### src/acr_pkg.sv
/*
 * Shared constants for the converter configuration and fault register bank.
 * Assumes a single 20 MHz clock and an APB master with 32-bit data.
 */
package acr_pkg;
	localparam int unsigned CLK_PERIOD_NS = 50;
	localparam int unsigned SETUP_TIME_NS = 1000;
	localparam int unsigned SETUP_CYCLES  = (SETUP_TIME_NS + CLK_PERIOD_NS - 1) / CLK_PERIOD_NS;
	localparam int unsigned SETUP_CNT_W   = 5;

	localparam logic [3:0] CFG1_IDX  = 4'h1;
	localparam logic [3:0] CFG2_IDX  = 4'h2;
	localparam logic [3:0] FAULT_IDX = 4'h3;
	localparam logic [3:0] STAT_IDX  = 4'h6;
	localparam logic [3:0] MASK_IDX  = 4'h7;

	localparam int unsigned ADDR_HI  = 15;
	localparam int unsigned ADDR_LO  = 12;
	localparam int unsigned OSR_HI   = 8;
	localparam int unsigned OSR_LO   = 6;
	localparam int unsigned WCE_BIT  = 5;
	localparam int unsigned FLAG_BIT = 3;
	localparam int unsigned RES_BIT  = 2;
	localparam int unsigned REF_BIT  = 1;
	localparam int unsigned PM_BIT   = 0;
	localparam int unsigned LANE_BIT = 8;
	localparam int unsigned WCF_BIT  = 9;
	localparam int unsigned SUF_BIT  = 8;
	localparam int unsigned CHK_HI   = 23;
	localparam int unsigned CHK_LO   = 16;

	localparam logic [7:0]  SOFT_RESET_CODE = 8'h3C;
	localparam logic [7:0]  HARD_RESET_CODE = 8'hFF;
	localparam logic [2:0]  OSR_OFF         = 3'h0;
	localparam logic [2:0]  OSR_MAX         = 3'h5;
	localparam logic [2:0]  CFG1_OSR_RST    = 3'h0;
	localparam logic [1:0]  IRQ_RST         = 2'h0;

	typedef enum logic [0:0] {
		ACR_SETUP,
		ACR_RUN
	} acr_st_t;
endpackage : acr_pkg

### src/acr_regs.sv
/*
 * Configuration and fault register bank of a dual SAR converter, reached over APB.
 * It holds both configuration words, the fault flags and an interrupt status and mask pair.
 * Assumes a synchronous APB master on clk_in and an asynchronous setup load fail pin.
 * Assumes the converter core reads the effective outputs, not the raw register bits.
 */
// Operation
// - Boost adds two bits only when oversampling on.
// - Reference bit selects internal or external.
// - Power bit selects normal or shutdown.
// - Word top four bits carry register address.
// - Lane bit selects both outputs or first.
// - Code 3C clears write check flag, flushes, keeps registers.
// - Code FF restores every register default.
// - Other reset codes do nothing.
// - Bad checksum write sets sticky flag, read clears.
// - Setup load failure sets setup flag.
// - Setup flag cleared only by hard reset.
// - Ratio codes 1..5 active, others disabled.
// - Flag pin enable only in single lane.
module acr_regs
	import acr_pkg::*;
(
	input  wire logic        clk_in,
	input  wire logic        rst_n_in,
	input  wire logic        psel_in,
	input  wire logic        penable_in,
	input  wire logic        pwrite_in,
	input  wire logic [7:0]  paddr_in,
	input  wire logic [31:0] pwdata_in,
	input  wire logic        setup_load_fail_in,
	output logic      [31:0] prdata_out,
	output logic             pready_out,
	output logic             pslverr_out,
	output logic             resolution_boost_out,
	output logic             reference_source_select_out,
	output logic             power_down_select_out,
	output logic             output_lane_count_out,
	output logic             flag_pin_enable_out,
	output logic      [2:0]  oversample_shift_out,
	output logic             flush_out,
	output logic             setup_done_out,
	output logic             irq_out
);
	typedef struct packed {
		acr_st_t                st;
		logic [SETUP_CNT_W-1:0] cnt;
		logic                   fail_s1;
		logic                   fail_s2;
		logic [2:0]             oversample_ratio;
		logic                   wce;
		logic                   flag_en;
		logic                   res;
		logic                   reference_source_select;
		logic                   power_down_select;
		logic                   lane;
		logic                   wcf;
		logic                   suf;
		logic [1:0]             stat;
		logic [1:0]             mask;
		logic                   pready;
		logic                   pslverr;
		logic [15:0]            prdata;
		logic                   res_eff;
		logic                   flag_eff;
		logic [2:0]             osr_shift;
		logic                   flush;
		logic                   irq;
		logic                   done;
	} acr_state_t;

	localparam logic [SETUP_CNT_W-1:0] SETUP_LAST = SETUP_CNT_W'(SETUP_CYCLES - 1);

	acr_state_t q;
	acr_state_t n;

	logic [3:0] idx;
	logic       hit;
	logic       acc;
	logic       commit;
	logic       addr_ok;
	logic       chk_ok;
	logic       wr_go;
	logic       setup_ev;
	logic       good_wr;
	logic       cfg1_wr;
	logic       cfg2_wr;
	logic       hard_wr;
	logic       soft_wr;
	logic       fault_rd;
	logic [2:0] wr_osr;

	assign idx     = paddr_in[5:2];
	assign hit     = (paddr_in[7:6] == 2'h0) && (paddr_in[1:0] == 2'h0) &&
	                 (idx == CFG1_IDX || idx == CFG2_IDX || idx == FAULT_IDX ||
	                  idx == STAT_IDX || idx == MASK_IDX);
	assign acc     = psel_in && penable_in && !q.pready;
	assign commit  = psel_in && penable_in && q.pready;
	assign addr_ok = pwdata_in[ADDR_HI:ADDR_LO] == idx;
	assign chk_ok  = !q.wce || (pwdata_in[CHK_HI:CHK_LO] == (pwdata_in[15:8] ^ pwdata_in[7:0]));
	assign wr_go   = commit && pwrite_in && hit && addr_ok;
	assign setup_ev = (q.st == ACR_SETUP) && (q.cnt == SETUP_LAST) && q.fail_s2;

	// Decoded bus events for the checks below; only fault_rd also feeds the read clear.
	assign good_wr  = wr_go && chk_ok;
	assign cfg1_wr  = good_wr && idx == CFG1_IDX;
	assign cfg2_wr  = good_wr && idx == CFG2_IDX;
	assign hard_wr  = cfg2_wr && pwdata_in[7:0] == HARD_RESET_CODE;
	assign soft_wr  = cfg2_wr && pwdata_in[7:0] == SOFT_RESET_CODE;
	assign fault_rd = commit && !pwrite_in && hit && idx == FAULT_IDX;
	assign wr_osr   = pwdata_in[OSR_HI:OSR_LO];

	always_comb begin
		logic hard;
		hard      = 1'b0;
		n         = q;
		n.fail_s1 = setup_load_fail_in;
		n.fail_s2 = q.fail_s1;
		n.flush   = 1'b0;
		n.pready  = 1'b0;
		n.pslverr = 1'b0;

		// Answer is prepared one cycle into the access phase, committed when pready is seen.
		if (acc) begin
			n.pready  = 1'b1;
			n.pslverr = !hit || (pwrite_in && !addr_ok);
			n.prdata  = 16'h0000;
			if (hit) begin
				unique case (idx)
					CFG1_IDX:  n.prdata = {CFG1_IDX, 3'h0, q.oversample_ratio, q.wce, 1'b0, q.flag_en, q.res, q.reference_source_select, q.power_down_select};
					CFG2_IDX:  n.prdata = {CFG2_IDX, 3'h0, q.lane, 8'h00};
					FAULT_IDX: n.prdata = {FAULT_IDX, 2'h0, q.wcf, q.suf, 8'h00};
					STAT_IDX:  n.prdata = {STAT_IDX, 10'h000, q.stat};
					MASK_IDX:  n.prdata = {MASK_IDX, 10'h000, q.mask};
					default:   n.prdata = 16'h0000;
				endcase
			end
		end

		// Only the flag value that was actually returned is cleared by the read.
		if (fault_rd) begin
			n.wcf = q.wcf && !q.prdata[WCF_BIT];
		end

		if (wr_go) begin
			if (!chk_ok) begin
				n.wcf     = 1'b1;
				n.stat[0] = 1'b1;
			end else begin
				unique case (idx)
					CFG1_IDX: begin
						n.oversample_ratio     = pwdata_in[OSR_HI:OSR_LO];
						n.wce     = pwdata_in[WCE_BIT];
						n.flag_en = pwdata_in[FLAG_BIT];
						n.res     = pwdata_in[RES_BIT];
						n.reference_source_select  = pwdata_in[REF_BIT];
						n.power_down_select   = pwdata_in[PM_BIT];
					end
					CFG2_IDX: begin
						n.lane = pwdata_in[LANE_BIT];
						if (pwdata_in[7:0] == SOFT_RESET_CODE) begin
							n.wcf   = 1'b0;
							n.flush = 1'b1;
							n.st    = ACR_RUN;
							n.cnt   = '0;
						end else if (pwdata_in[7:0] == HARD_RESET_CODE) begin
							hard = 1'b1;
						end
						// Any other code leaves reset logic untouched.
					end
					FAULT_IDX: begin
						n.wcf = n.wcf;
					end
					STAT_IDX: n.stat = q.stat & ~pwdata_in[1:0];
					MASK_IDX: n.mask = pwdata_in[1:0];
					default:  n.stat = n.stat;
				endcase
			end
		end

		if (hard) begin
			n.oversample_ratio     = CFG1_OSR_RST;
			n.wce     = 1'b0;
			n.flag_en = 1'b0;
			n.res     = 1'b0;
			n.reference_source_select  = 1'b0;
			n.power_down_select   = 1'b0;
			n.lane    = 1'b0;
			n.wcf     = 1'b0;
			n.suf     = 1'b0;
			n.stat    = IRQ_RST;
			n.mask    = IRQ_RST;
			n.flush   = 1'b1;
			n.st      = ACR_SETUP;
			n.cnt     = '0;
		end else if (q.st == ACR_SETUP && !n.flush) begin
			// Setup sets are applied last so they win over a same-cycle status write clear; a reset write skips them.
			if (q.cnt == SETUP_LAST) begin
				n.st  = ACR_RUN;
				n.cnt = '0;
				if (setup_ev) begin
					n.suf     = 1'b1;
					n.stat[1] = 1'b1;
				end
			end else begin
				n.cnt = q.cnt + 1'b1;
			end
		end

		n.res_eff   = n.res && (n.oversample_ratio != OSR_OFF) && (n.oversample_ratio <= OSR_MAX);
		n.osr_shift = (n.oversample_ratio <= OSR_MAX) ? n.oversample_ratio : OSR_OFF;
		n.flag_eff  = n.lane && n.flag_en;
		n.irq       = |(n.stat & n.mask);
		// Setup completion gets its own flop so the output carries no decode.
		n.done      = n.st == ACR_RUN;
	end

	always_ff @(posedge clk_in) begin
		if (!rst_n_in) begin
			q <= '0;
		end else begin
			q <= n;
		end
	end

	assign prdata_out                  = {16'h0000, q.prdata};
	assign pready_out                  = q.pready;
	assign pslverr_out                 = q.pslverr;
	assign resolution_boost_out        = q.res_eff;
	assign reference_source_select_out = q.reference_source_select;
	assign power_down_select_out       = q.power_down_select;
	assign output_lane_count_out       = q.lane;
	assign flag_pin_enable_out         = q.flag_eff;
	assign oversample_shift_out        = q.osr_shift;
	assign flush_out                   = q.flush;
	assign setup_done_out              = q.done;
	assign irq_out                     = q.irq;
endmodule : acr_regs
### config.mk
export PLATFORM = sky130hd
export DESIGN_NAME = acr_regs
export DESIGN_NICKNAME = d
export VERILOG_FILES = /design/src/acr_pkg.sv /design/src/acr_regs.sv
export SDC_FILE = /design/constraint.sdc
export NUM_CORES = 1
export LEC_CHECK = 0
export BUFFER_PORTS_ARGS = -buffer_cell sky130_fd_sc_hd__buf_2
export CAP_MARGIN = 15
export CELL_PAD_IN_SITES_DETAIL_PLACEMENT = 0
export CELL_PAD_IN_SITES_GLOBAL_PLACEMENT = 1
export CORE_ASPECT_RATIO = 1.75
export CORE_MARGIN = 5
export CORE_UTILIZATION = 34
export CTS_BUF_LIST = sky130_fd_sc_hd__clkbuf_2
export DETAILED_ROUTE_END_ITERATION = 8
export MAX_ROUTING_LAYER = met4
export PLACE_DENSITY = 0.85
export SYNTH_ARGS = -nofsm -noshare
export SYNTH_HDL_FRONTEND = slang
export SYNTH_SLANG_ARGS = --single-unit
### constraint.sdc
create_clock -name clk_in -period 1.8 [get_ports clk_in]
set_clock_uncertainty 0.1 [all_clocks]
set_input_delay 0.09 -clock clk_in [delete_from_list [all_inputs] [get_ports clk_in]]
set_output_delay 0.09 -clock clk_in [all_outputs]
set_load 0.02 [all_outputs]
; ---- Word level (Yosys, flattened, before mapping)
; Index checks and enable logic that the tools add are counted.
[classes]
bitwise = 6
muxes = 40
magnitude_cmp = 1
n_reduce_logical = 46
eq_ne = 10
addsub = 1
[ops]
columns = operator, count
row1 = $pmux 15 s5, 1
row2 = $mux 6, 5
row3 = $mux 1, 22
row4 = $mux 10, 2
row5 = $logic_and 1x1->1, 19
row6 = $mux 18, 1
row7 = $mux 15, 1
row8 = $mux 9, 1
row9 = $eq 4x2->1 const B, 2
row10 = $eq 4x3->1 const B, 2
row11 = $eq 8x6->1 const B, 1
row12 = $eq 8x8->1, 1
row13 = $eq 8x8->1 const B, 1
row14 = $mux 8, 1
row15 = $reduce_bool 2->1, 4
row16 = $xor 8x8->8, 1
row17 = $logic_not 1->1, 7
row18 = $logic_or 1x1->1, 6
row19 = $mux 2, 3
row20 = $reduce_and 3->1, 2
row21 = $add 5x1->5 const B, 1
row22 = $eq 5x5->1 const B, 1
row23 = $mux 5, 1
row24 = $and 2x2->2, 2
row25 = other kinds (12), 16
[word_totals]
word_cells = 127
reg_bits = 48
output_inout_bits = 45
inputBits = 46

; ---- Logic depth before layout (Yosys ltp)
; Gate-level depths: netlist (run 1).
[logic_depth]
depth_word = 17
depth_mapped = 8
mapped_depth_nobuf = 7

; ---- Worst setup path after synthesis (run 1)
; Ideal clock, no wire load.
[synth_timing]
kind = register -> register
startpoint = register q, in the netlist pready_out
endpoint = register q, in the netlist oversample_shift_out[0]
path_stages_with_launch = 8
t_arrival_ns = 1.660
synth_period_minus_slack_ns = 1.883
t_required_ns = 1.578
setup_slack_ns = -0.083
path_buffers = 1
setup_ns = 0.122
path_cell_list = dfxtp_1 and3_1 nand2_1 nor3_4 nand2_1 o31ai_4 buf_4 nor3_1
[synth_between]
elab_chain_cells = 8
word_cells_on_any_way = 9
cone_classes = order compare: 1 / mux: 3 / reduce/logical: 5
[synth_rtl]
columns = element, line
row1 = "start, declared", acr_regs.sv:74  ; acr_state_t q;
row2 = "start signal, assigned", acr_regs.sv:222  ; q <= n;
row3 = $logic_and 1x1->1 *, acr_regs.sv:98  ; assign commit = psel_in && penable_in && q.pready;
row4 = $logic_and 1x1->1 * (3 in series), acr_regs.sv:101  ; assign wr_go = commit && pwrite_in && hit && addr_ok;
row5 = $mux 10 / $mux 1 (equally long branches), acr_regs.sv:145  ; if (wr_go) begin
row6 = $mux 10 *, acr_regs.sv:181  ; if (hard) begin
row7 = $le 3x3->1, acr_regs.sv:211  ; n.osr_shift = (n.oversample_ratio <= OSR_MAX) ? n.oversample_ratio : OSR_OFF;
row8 = $reduce_and 2->1 (no line), -
; Mark *: on every way between the ends. The rest lies on a longest branch, timed or not.
; A chain may end at the register's enable or synchronous reset.

; ---- Final worst setup path (run 1)
[layout_timing]
startpoint = register q, in the netlist pready_out
endpoint = register q, in the netlist oversample_shift_out[2]
; The elaborated chain is that of the path after synthesis.

==> out/qor.yml, run 1 <==
detailed_routing:
  wl_um: 6710
  drc: 0
  dr.pass1.iters: 4
  drt_iter0_drc: 159
  wire_per_inst_um: 14.6
  via_per_inst: 4.88
  num_vias: 2243
  drtAntennaViolNets: 0
power_and_ir_drop:
  p_per_area_nw_per_um2: 571
  power.internal_mw: 1.38
  p_leak_nw: 1.56
  p_sw_mw: 0.503
  pwr-share-seq_pct: 52.8
  ir_worst_vdd_mv: 0.349
  clockPowerShare_pct: 29.7
  combPwrFrac_pct: 17.4
  switching_share_pct: 26.7
min_path:
  holdCritPathClass: "in2reg"
sta:
  fin_tns_setup_ns: 0
  setup_slack_ns: 0.0901
  hold_slack_ns: -0.0173
  fin_crit_sh_pct: 95.0
  grt_setup_unrepaired: "false"
  period_needed_ns: 1.71
  hold_viol: 1
  final_max_slew_viol_count: 0
  setup_viol: 0
  max_freq_mhz: 585
clock_network:
  root_buffer: "clkbuf_2"
  clock-sinks: 44
  h-tree-depth: 2
  cts_made_buffers: 5
  clk_pin_slew_ns: 0.22
  cts_tree: "done"
  clk-insertion-delay-late_ns: 0.42
  cts_buffer_depth: 2
outcome:
  violations: "hold timing"
  status: "finished, violations left"
worst_setup_path:
  crit_buf_inv: 0
  slowest_stage: "or3b_1"
  cp.required_ns: 2.08
  crit_family: "simple AND/OR/NAND/NOR gates"
  worstSetupStartpointType: "register"
  cp-end-kind: "register"
  crit_arrival_ns: 1.99
  critPathMaxStageDelay_ns: 0.40
  path_max_fanout: 5
  crit_chain: "and3_4 > nand2_4 > nor3_4 > nand3_4 > or3b_1 > a21oi_1"
  critPathKind: "reg2reg"
logic_synthesis:
  yosysUniqueCellTypes: 54
  synthesis.area_um2: 2550
  synth_ff_type: "dfxtp_1"
  yosysWarnings: 0
  syn_inst: 272
  avgSynthCellArea_um2: 9.36
  async_flop_share_pct: 0
  seq_area_frac_synth_pct: 34.6
  synth_seq_cells: 44
  synth_edf_count: 0
finish:
  top_register: "q"
  largest_register_ff_count: 18
  most-common-layout-cells: "62 x buf_2, 43 x dfxtp_1, 38 x buf_4, 35 x nor2_1, 20 x conb_1"
  nets: 419
  fill_cells: 751
  area_growth_pct: 29.3
  drive_above_1_share_pct: 35.9
  final_common_cell: "buf_2"
floorplan:
  num_io_pins: 91
  num_rows: 41
  die_w_um: 75.4
  start_util_pct: 35.0
  fp.dieH_um: 124
  core_area_um2: 7280
  die_area_um2: 9390
place:
  place.gp.congestion: 0.913
  dp_hpwl_um: 5410
  dp_slack_ns: -0.173
  port_buffers: 62
grt:
  grt_pass1_vias: 2221
  antenna_found_initial: 1
  gr-total-overflow: 0
  grt_max_degree: 17
  grt_pass1_wl_um: 10500
  grt_usage_pct: 14.9
run:
  drv_cap: 0
cells in the mapped netlist (all sizes together), types with 2 or more instances:
library cell | count | area, um^2
dfxtp | 44 | 881
buf | 41 | 317
nor2 | 36 | 135
a21oi | 18 | 90.1
mux2i | 14 | 140
nand2 | 14 | 52.6
nor3 | 14 | 97.6
a22oi | 9 | 67.6
nand4 | 9 | 62.6
xnor3 | 8 | 180
o21ai | 7 | 50.1
inv | 6 | 22.5
nand3 | 5 | 37.5
xnor2 | 4 | 35.0
and2 | 3 | 18.8
clkbuf | 3 | 11.3
nand3b | 3 | 22.5
and3 | 2 | 12.5
mux2 | 2 | 22.5
nand4b | 2 | 17.5
nor2b | 2 | 12.5
nor4 | 2 | 33.8
o2bb2ai | 2 | 17.5
or2 | 2 | 12.5
or3b | 2 | 17.5
through the flow:
stage	std cells	power [mW]	utilization (%)	instance area [um^2]	hold WS, ns
after floorplan	291	1.22	-	2620	0.112
after global placement	433	1.30	41.4	3020	0.199
after detailed placement	433	1.31	41.4	3020	0.202
after CTS	456	1.90	44.5	3240	0.00497
after global routing	460	1.98	45.2	3290	0.00580
final	460	1.88	45.2	3290	-0.0173
layer usage:
layer  share of wire [%]  routed length (um)  vias to the layer above  track usage (%)
li1                    -                   -                     1117                -
met1                  37                2500                     1023             16.4
met2                  53                3550                       88             24.5
met3                 6.3                 424                       15             2.34
met4                 3.6                 242                        0             8.24
met5                   0                   0                        -                -
final timing paths:
check | slack, ns | from | depth (start not counted) | to
max | 0.09 | pready_out | 6 | oversample_shift_out[2]
min | -0.02 | psel_in | 5 | prdata_out[9]
max reg2reg | 0.09 | pready_out | 6 | oversample_shift_out[2]
min reg2reg | 0.37 | prdata_out[12] | 2 | prdata_out[12]
layout make-up:
type                            instances  area, um^2  area share [%]
Clock buffer                            5        25.0           0.760
Antenna cell                            1        2.50          0.0760
Sequential cell                        44         882            26.8
Tap cell                               86         108            3.27
Inverter                                6        22.5           0.684
Timing Repair Buffer                  117         786            23.9
Multi-Input combinational cell        198        1430            43.3
Clock inverter                          3        42.5            1.29
power groups by stage:
stage	sequential, mW	clock, mW	combinational, mW
2_1_floorplan	1.01	0	0.208
3_3_place_gp	1.01	0	0.290
3_5_place_dp	1.01	0	0.297
4_1_cts	0.994	0.579	0.323
5_1_grt	0.997	0.622	0.357
6_report	0.994	0.559	0.328
kinds of logic (layout without fill, tap and decap cells):
family | count (synthesis) | count (layout) | synth area share, %
AND/OR/NAND/NOR | 102 | 103 | 22.9
buffers and inverters | 50 | 131 | 13.8
AO/OA/AOI/OAI | 45 | 45 | 13.0
flip-flops | 44 | 44 | 34.6
multiplexers | 16 | 16 | 6.39
XOR/XNOR | 13 | 13 | 8.80
adder cells (fa/ha/maj) | 1 | 1 | 0.491
other | 1 | 21 | 0.147
tightest hold or removal path, delay by kind of cell:
| family | cells | cell delay (ns) |
|---|---|---|
| AOI/OAI and AO/OA | 1 | 0.06 |
| and+or+nand+nor | 3 | 0.22 |
| buffers and inverters | 1 | 0.11 |
what timing repair did:
action                     CTS  global route
gates resized for setup      1             8
hold endpoints to repair    33             2
cloned                       0             1
setup buffers                0             2
setup endpoints to repair   12            28
hold buffers                15             2
pin swaps                    3             7
No activity file was read; power rests on OpenSTA's default activity.
==> run 2, diff against run 1 <==
- CORE_UTILIZATION: 34 -> 33
- CTS_BUF_LIST: sky130_fd_sc_hd__clkbuf_2 -> sky130_fd_sc_hd__clkbuf_8 sky130_fd_sc_hd__clkbuf_16
- PLACE_DENSITY: 0.85 -> 0.83
==> run 2 against run 1 <==
The run now ends clean. Total power rose by 25%. Worst setup slack improved by 0.042 ns. Register-to-register slack improved by 0.04 ns. Combinational power fell by 6.4%. Hold slack improved by 0.052 ns. Final area fell by 1.1%. Largest power group is now clock.
==> out/qor.yml, run 2 (synthesized netlist as in run 1, its figures left out) <==
outcome:
  status: "finished, final reports clean"
grt:
  grt_pass1_vias: 2247  # +1.2%
  antenna_found_initial: 0  # -1
  gr-total-overflow: 0  # unchanged
  grt_usage_pct: 14.3  # -0.61 points
  grt_use_met2_pct: 25.8  # +1.4 points
  grt_max_degree: 18  # +1
  grtUsageMet1_pct: 14.3  # -2.1 points
  grt_pass1_wl_um: 10800  # +2.0%
  busiest_layer: "met2"
  gr-usage-met3_pct: 2.64  # +0.30 points
floorplan:
  core_area_um2: 7570  # +3.9%
  num_rows: 42  # +2.4%
  start_util_pct: 33.6  # -1.3 points
  die_area_um2: 9640  # +2.7%
  die_w_um: 76.4  # +1.3%
  num_io_pins: 91  # unchanged
  fp.dieH_um: 126  # +1.4%
finish:
  final_area_um2: 3260  # -1.1%
  nets: 409  # -2.4%
  top_register: "q"
  area_growth_pct: 27.9
  final_common_cell: "buf_2"
  largest_register_ff_count: 18  # unchanged
  most-common-layout-cells: "62 x buf_2, 44 x buf_4, 43 x dfxtp_1, 36 x nor2_1, 20 x conb_1"
  diodes: 0  # -1
  fill_cells: 782  # +4.1%
  drive_above_1_share_pct: 36.9  # +0.99 points
sta:
  grt_setup_unrepaired: "false"
  hold_viol: 0  # -1
  period_needed_ns: 1.67  # -0.0422 ns
  fin_crit_sh_pct: 92.7  # -2.3 points
  final_max_slew_viol_count: 0  # unchanged
  setup_viol: 0  # unchanged
  max_freq_mhz: 600  # +2.5%
  fin_tns_setup_ns: 0  # unchanged
  hold_slack_ns: 0.0347  # +0.0521 ns
clock_network:
  postCtsSetupBuffers: 0  # unchanged
  clk_pin_slew_ns: 0.06  # -0.16 ns
  cts_tree: "done"
  clk-insertion-delay-late_ns: 0.29  # -0.13 ns
  cts_made_buffers: 5  # unchanged
  root_buffer: "clkbuf_16"
  clock-sinks: 44  # unchanged
  cts_buffer_depth: 2  # unchanged
  h-tree-depth: 2  # unchanged
worst_setup_path:
  critPathKind: "reg2reg"
  cp.required_ns: 1.92  # -0.16 ns
  worstSetupStartpointType: "register"
  crit_arrival_ns: 1.79  # -0.20 ns
  path_max_fanout: 9  # +4
  cp-end-kind: "register"
detailed_routing:
  drtAntennaViolNets: 0  # unchanged
  wire_per_inst_um: 14.4  # -1.5%
  dr.pass1.iters: 4  # unchanged
  drc: 0  # unchanged
  via_per_inst: 4.76  # -2.3%
  drt_iter0_drc: 109  # -31%
  wl_um: 6480  # -3.4%
  num_vias: 2148  # -4.2%
place:
  place.gp.congestion: 0.929  # +1.8%
  dp_hpwl_um: 5510  # +1.7%
  port_buffers: 62  # unchanged
  place_area_um2: 3060  # +1.4%
power_and_ir_drop:
  ir_worst_vdd_mv: 0.358  # +2.5%
  p_per_area_nw_per_um2: 721  # +26%
  p_leak_nw: 1.55  # -0.41%
  finalPower_mw: 2.35  # +25%
min_path:
  holdCritPathClass: "in2reg"
run:
  drv_cap: 0  # unchanged
## run 2: where the power goes
| part | total [mW] | switching (mW) | internal, mW |
|---|---|---|---|
| Sequential | 0.991 | 0.00727 | 0.983 |
| Combinational | 0.307 | 0.164 | 0.143 |
| Clock | 1.05 | 0.389 | 0.659 |
| Total | 2.35 | 0.561 | 1.79 |
## run 2: area by class of cell
type	count	area, um^2	share of cell area [%]
clock inverters	3	46.3	1.42
flip-flops and latches	44	882	27.1
repair buffers	108	671	20.6
multi-input cells	197	1400	43.0
inverters	6	22.5	0.692
well taps	88	110	3.38
clock buffers	5	125	3.84
## run 2: worst paths after layout
check / start / to / slack [ns] / cells past startpoint
max: pready_out / oversample_shift_out[1] / 0.13 / 6
min: rst_n_in / q[41] / 0.03 / 2
max reg2reg: pready_out / oversample_shift_out[1] / 0.13 / 6
min reg2reg: n[41] / q[41] / 0.33 / 1
## run 2: layer usage
layer,up-vias,wire [um],part of all wire [%]
li1,1087,-,-
met1,975,2460,38
met2,74,3460,53
met3,12,346,5.3
met4,0,207,3.2
met5,-,0,0
## run 2: what timing repair did
action,CTS,global route
cloned,0,0
hold endpoints to repair,1,0
pin swaps,1,1
resized for setup,0,4
hold buffers,1,0
setup endpoints to repair,1,27
## run 2: worst max-delay path, cell delays in order, from the launching register on
cell and delay, ns:
dfxtp_2 0.32, and3_4 0.18, nand2_2 0.09, nor3_4 0.19
nand3_4 0.16, or3b_1 0.40, a21oi_1 0.15
## run 2: through the flow
step	setup slack (ns)	instances	util, %
3_3_place_gp	-0.177	442	40.5
4_1_cts	0.0157	451	42.9
2_1_floorplan	0.00697	291	-
6_report	0.132	451	43.0
5_1_grt	0.0139	451	43.0
3_5_place_dp	-0.194	442	40.5
==> run 3, diff against run 2 <==
- CORE_UTILIZATION: 33 -> 37
- PLACE_DENSITY: 0.83 -> 0.88
- clock period: 1.8 -> 1.9 ns (I/O delays scaled with it)
==> run 3 against run 2 <==
Sequential power fell by 5.2%. Sequential share of layout area rose by 0.83 points. First-iteration DRC count down 3.7%. Clock-buffer cell count unchanged. Critical path type unchanged. Combinational power fell by 10%. Critical path depth is the same. Largest cell class unchanged. Die area shrank 9.7%. Register-to-register slack improved by 0.05 ns. Final area is 3.1% lower. Highest routed layer unchanged.
==> out/qor.yml, run 3 (synthesized netlist as in run 1, its figures left out) <==
sta:
  final_max_slew_viol_count: 0  # unchanged
  setup_slack_ns: 0.184  # +0.0514 ns
  hold_slack_ns: 0.00785  # -0.0269 ns
  fin_crit_sh_pct: 90.3  # -2.3 points
  hold_viol: 0  # unchanged
  period_needed_ns: 1.72  # +0.0486 ns
  setup_viol: 0  # unchanged
  fin_tns_setup_ns: 0  # unchanged
  max_freq_mhz: 583  # -2.8%
  grt_setup_unrepaired: "false"
finish:
  fill_cells: 688  # -12%
  multi_input_area_um2: 1390  # -0.36%
  drive_above_1_share_pct: 34.2  # -2.7 points
  most-common-layout-cells: "62 x buf_2, 44 x dfxtp_1, 36 x nor2_1, 32 x buf_4, 20 x conb_1"
  final_common_cell: "buf_2"
  nets: 397  # -2.9%
  largest_register_ff_count: 18  # unchanged
  final_area_um2: 3150  # -3.1%
  diodes: 0  # unchanged
  area_growth_pct: 23.9
  final_cells: 435  # -3.5%
  seq_area_um2: 881  # -0.14%
  top_register: "q"
  fin_util_pct: 46.3  # +3.3 points
power_and_ir_drop:
  p_leak_nw: 1.49  # -4.1%
  ir_worst_vdd_mv: 0.291  # -19%
  p_per_area_nw_per_um2: 701  # -2.8%
  finalPower_mw: 2.21  # -5.8%
place:
  dp_slack_ns: -0.0477  # +0.146 ns
  place_area_um2: 2970  # -3.1%
  place.gp.congestion: 0.878  # -5.5%
  port_buffers: 62  # unchanged
  placed_cells: 426  # -3.6%
  dp_hpwl_um: 5160  # -6.2%
clock_network:
  cts_tree: "done"
  clk_pin_slew_ns: 0.06  # about the same
  clk-insertion-delay-late_ns: 0.29  # about the same
  h-tree-depth: 2  # unchanged
  cts_buffer_depth: 2  # unchanged
  clock-sinks: 44  # unchanged
  cts_made_buffers: 5  # unchanged
  root_buffer: "clkbuf_16"
  postCtsSetupBuffers: 0  # unchanged
floorplan:
  core_area_um2: 6810  # -10%
  num_io_pins: 91  # unchanged
  die_area_um2: 8710  # -9.7%
  start_util_pct: 37.4  # +3.8 points
  die_w_um: 72.7  # -4.8%
  num_rows: 40  # -4.8%
  fp.dieH_um: 120  # -5.1%
worst_setup_path:
  worstSetupStartpointType: "register"
  critPathKind: "reg2reg"
  cp.required_ns: 2.02  # +0.10 ns
  path_max_fanout: 8  # -1
  crit_arrival_ns: 1.84  # +0.05 ns
  cp-end-kind: "register"
detailed_routing:
  num_vias: 2165  # +0.79%
  via_per_inst: 4.98  # +4.5%
  dr.pass1.iters: 4  # unchanged
  wire_per_inst_um: 14.2  # -1.0%
  drtAntennaViolNets: 0  # unchanged
  wl_um: 6190  # -4.5%
  drc: 0  # unchanged
  drt_iter0_drc: 105  # -3.7%
grt:
  gr-total-overflow: 0  # unchanged
  gr-usage-met3_pct: 2.93  # +0.29 points
  grt_usage_pct: 15.3  # +1.1 points
  grtUsageMet1_pct: 16.4  # +2.1 points
  grt_pass1_vias: 2131  # -5.2%
  grt_pass1_wl_um: 9990  # -7.1%
  antenna_found_initial: 0  # unchanged
  grt_use_met2_pct: 25.8  # +0.040 points
  busiest_layer: "met2"
  grt_max_degree: 19  # +1
run:
  drv_cap: 0  # unchanged
outcome:
  status: "finished, final reports clean"
min_path:
  holdCritPathClass: "in2reg"
run 3: cell types whose count changed in the layout (fill, tap and decap cells not counted):
| cell | before | now |
|---|---|---|
| buf_4 | 44 | 32 |
| dfxtp_1 | 43 | 44 |
| dfxtp_2 | 1 | 0 |
| nor3_1 | 10 | 11 |
| nor3_2 | 2 | 1 |
| o21ai_0 | 3 | 4 |
| o21ai_1 | 2 | 1 |
run 3: path summary, 6_finish.rpt:
path	to	startpoint	cells past startpoint	slack (ns)
min	q[41]	rst_n_in	2	0.008
max reg2reg	oversample_shift_out[2]	pready_out	6	0.18
max	oversample_shift_out[2]	pready_out	6	0.18
min reg2reg	q[41]	n[41]	1	0.34
run 3: power by group:
part	internal [mW]	switching, mW
sequential	0.932	0.00704
clock	0.624	0.371
combinational	0.125	0.152
total	1.68	0.530
run 3: repair_timing:
| item | 4_1_cts | 5_1_grt |
|---|---|---|
| hold endpoints to repair | 1 | 0 |
| setup endpoints to repair | 0 | 20 |
| hold buffers | 1 | 0 |
| gates resized for setup | 0 | 2 |
run 3: layer usage:
metal | vias up | wire [um]
met5 | - | 0
met4 | 0 | 209
met3 | 12 | 372
met2 | 80 | 3280
met1 | 1007 | 2330
li1 | 1066 | -
run 3: cell type report:
class	instances	share of cell area (%)
clock buffer	5	3.97
inverter	6	0.714
multi-input combinational	197	44.2
clock inverter	3	1.47
sequential	44	27.9
tap	84	3.33
timing repair buffer	96	18.4
run 3: critical path, stage by stage (launching register included):
cell     delay, ns
dfxtp_1       0.35
and3_4        0.21
nand2_2       0.09
nor3_4        0.20
nand3_4       0.16
or3b_1        0.39
a21oi_1       0.15
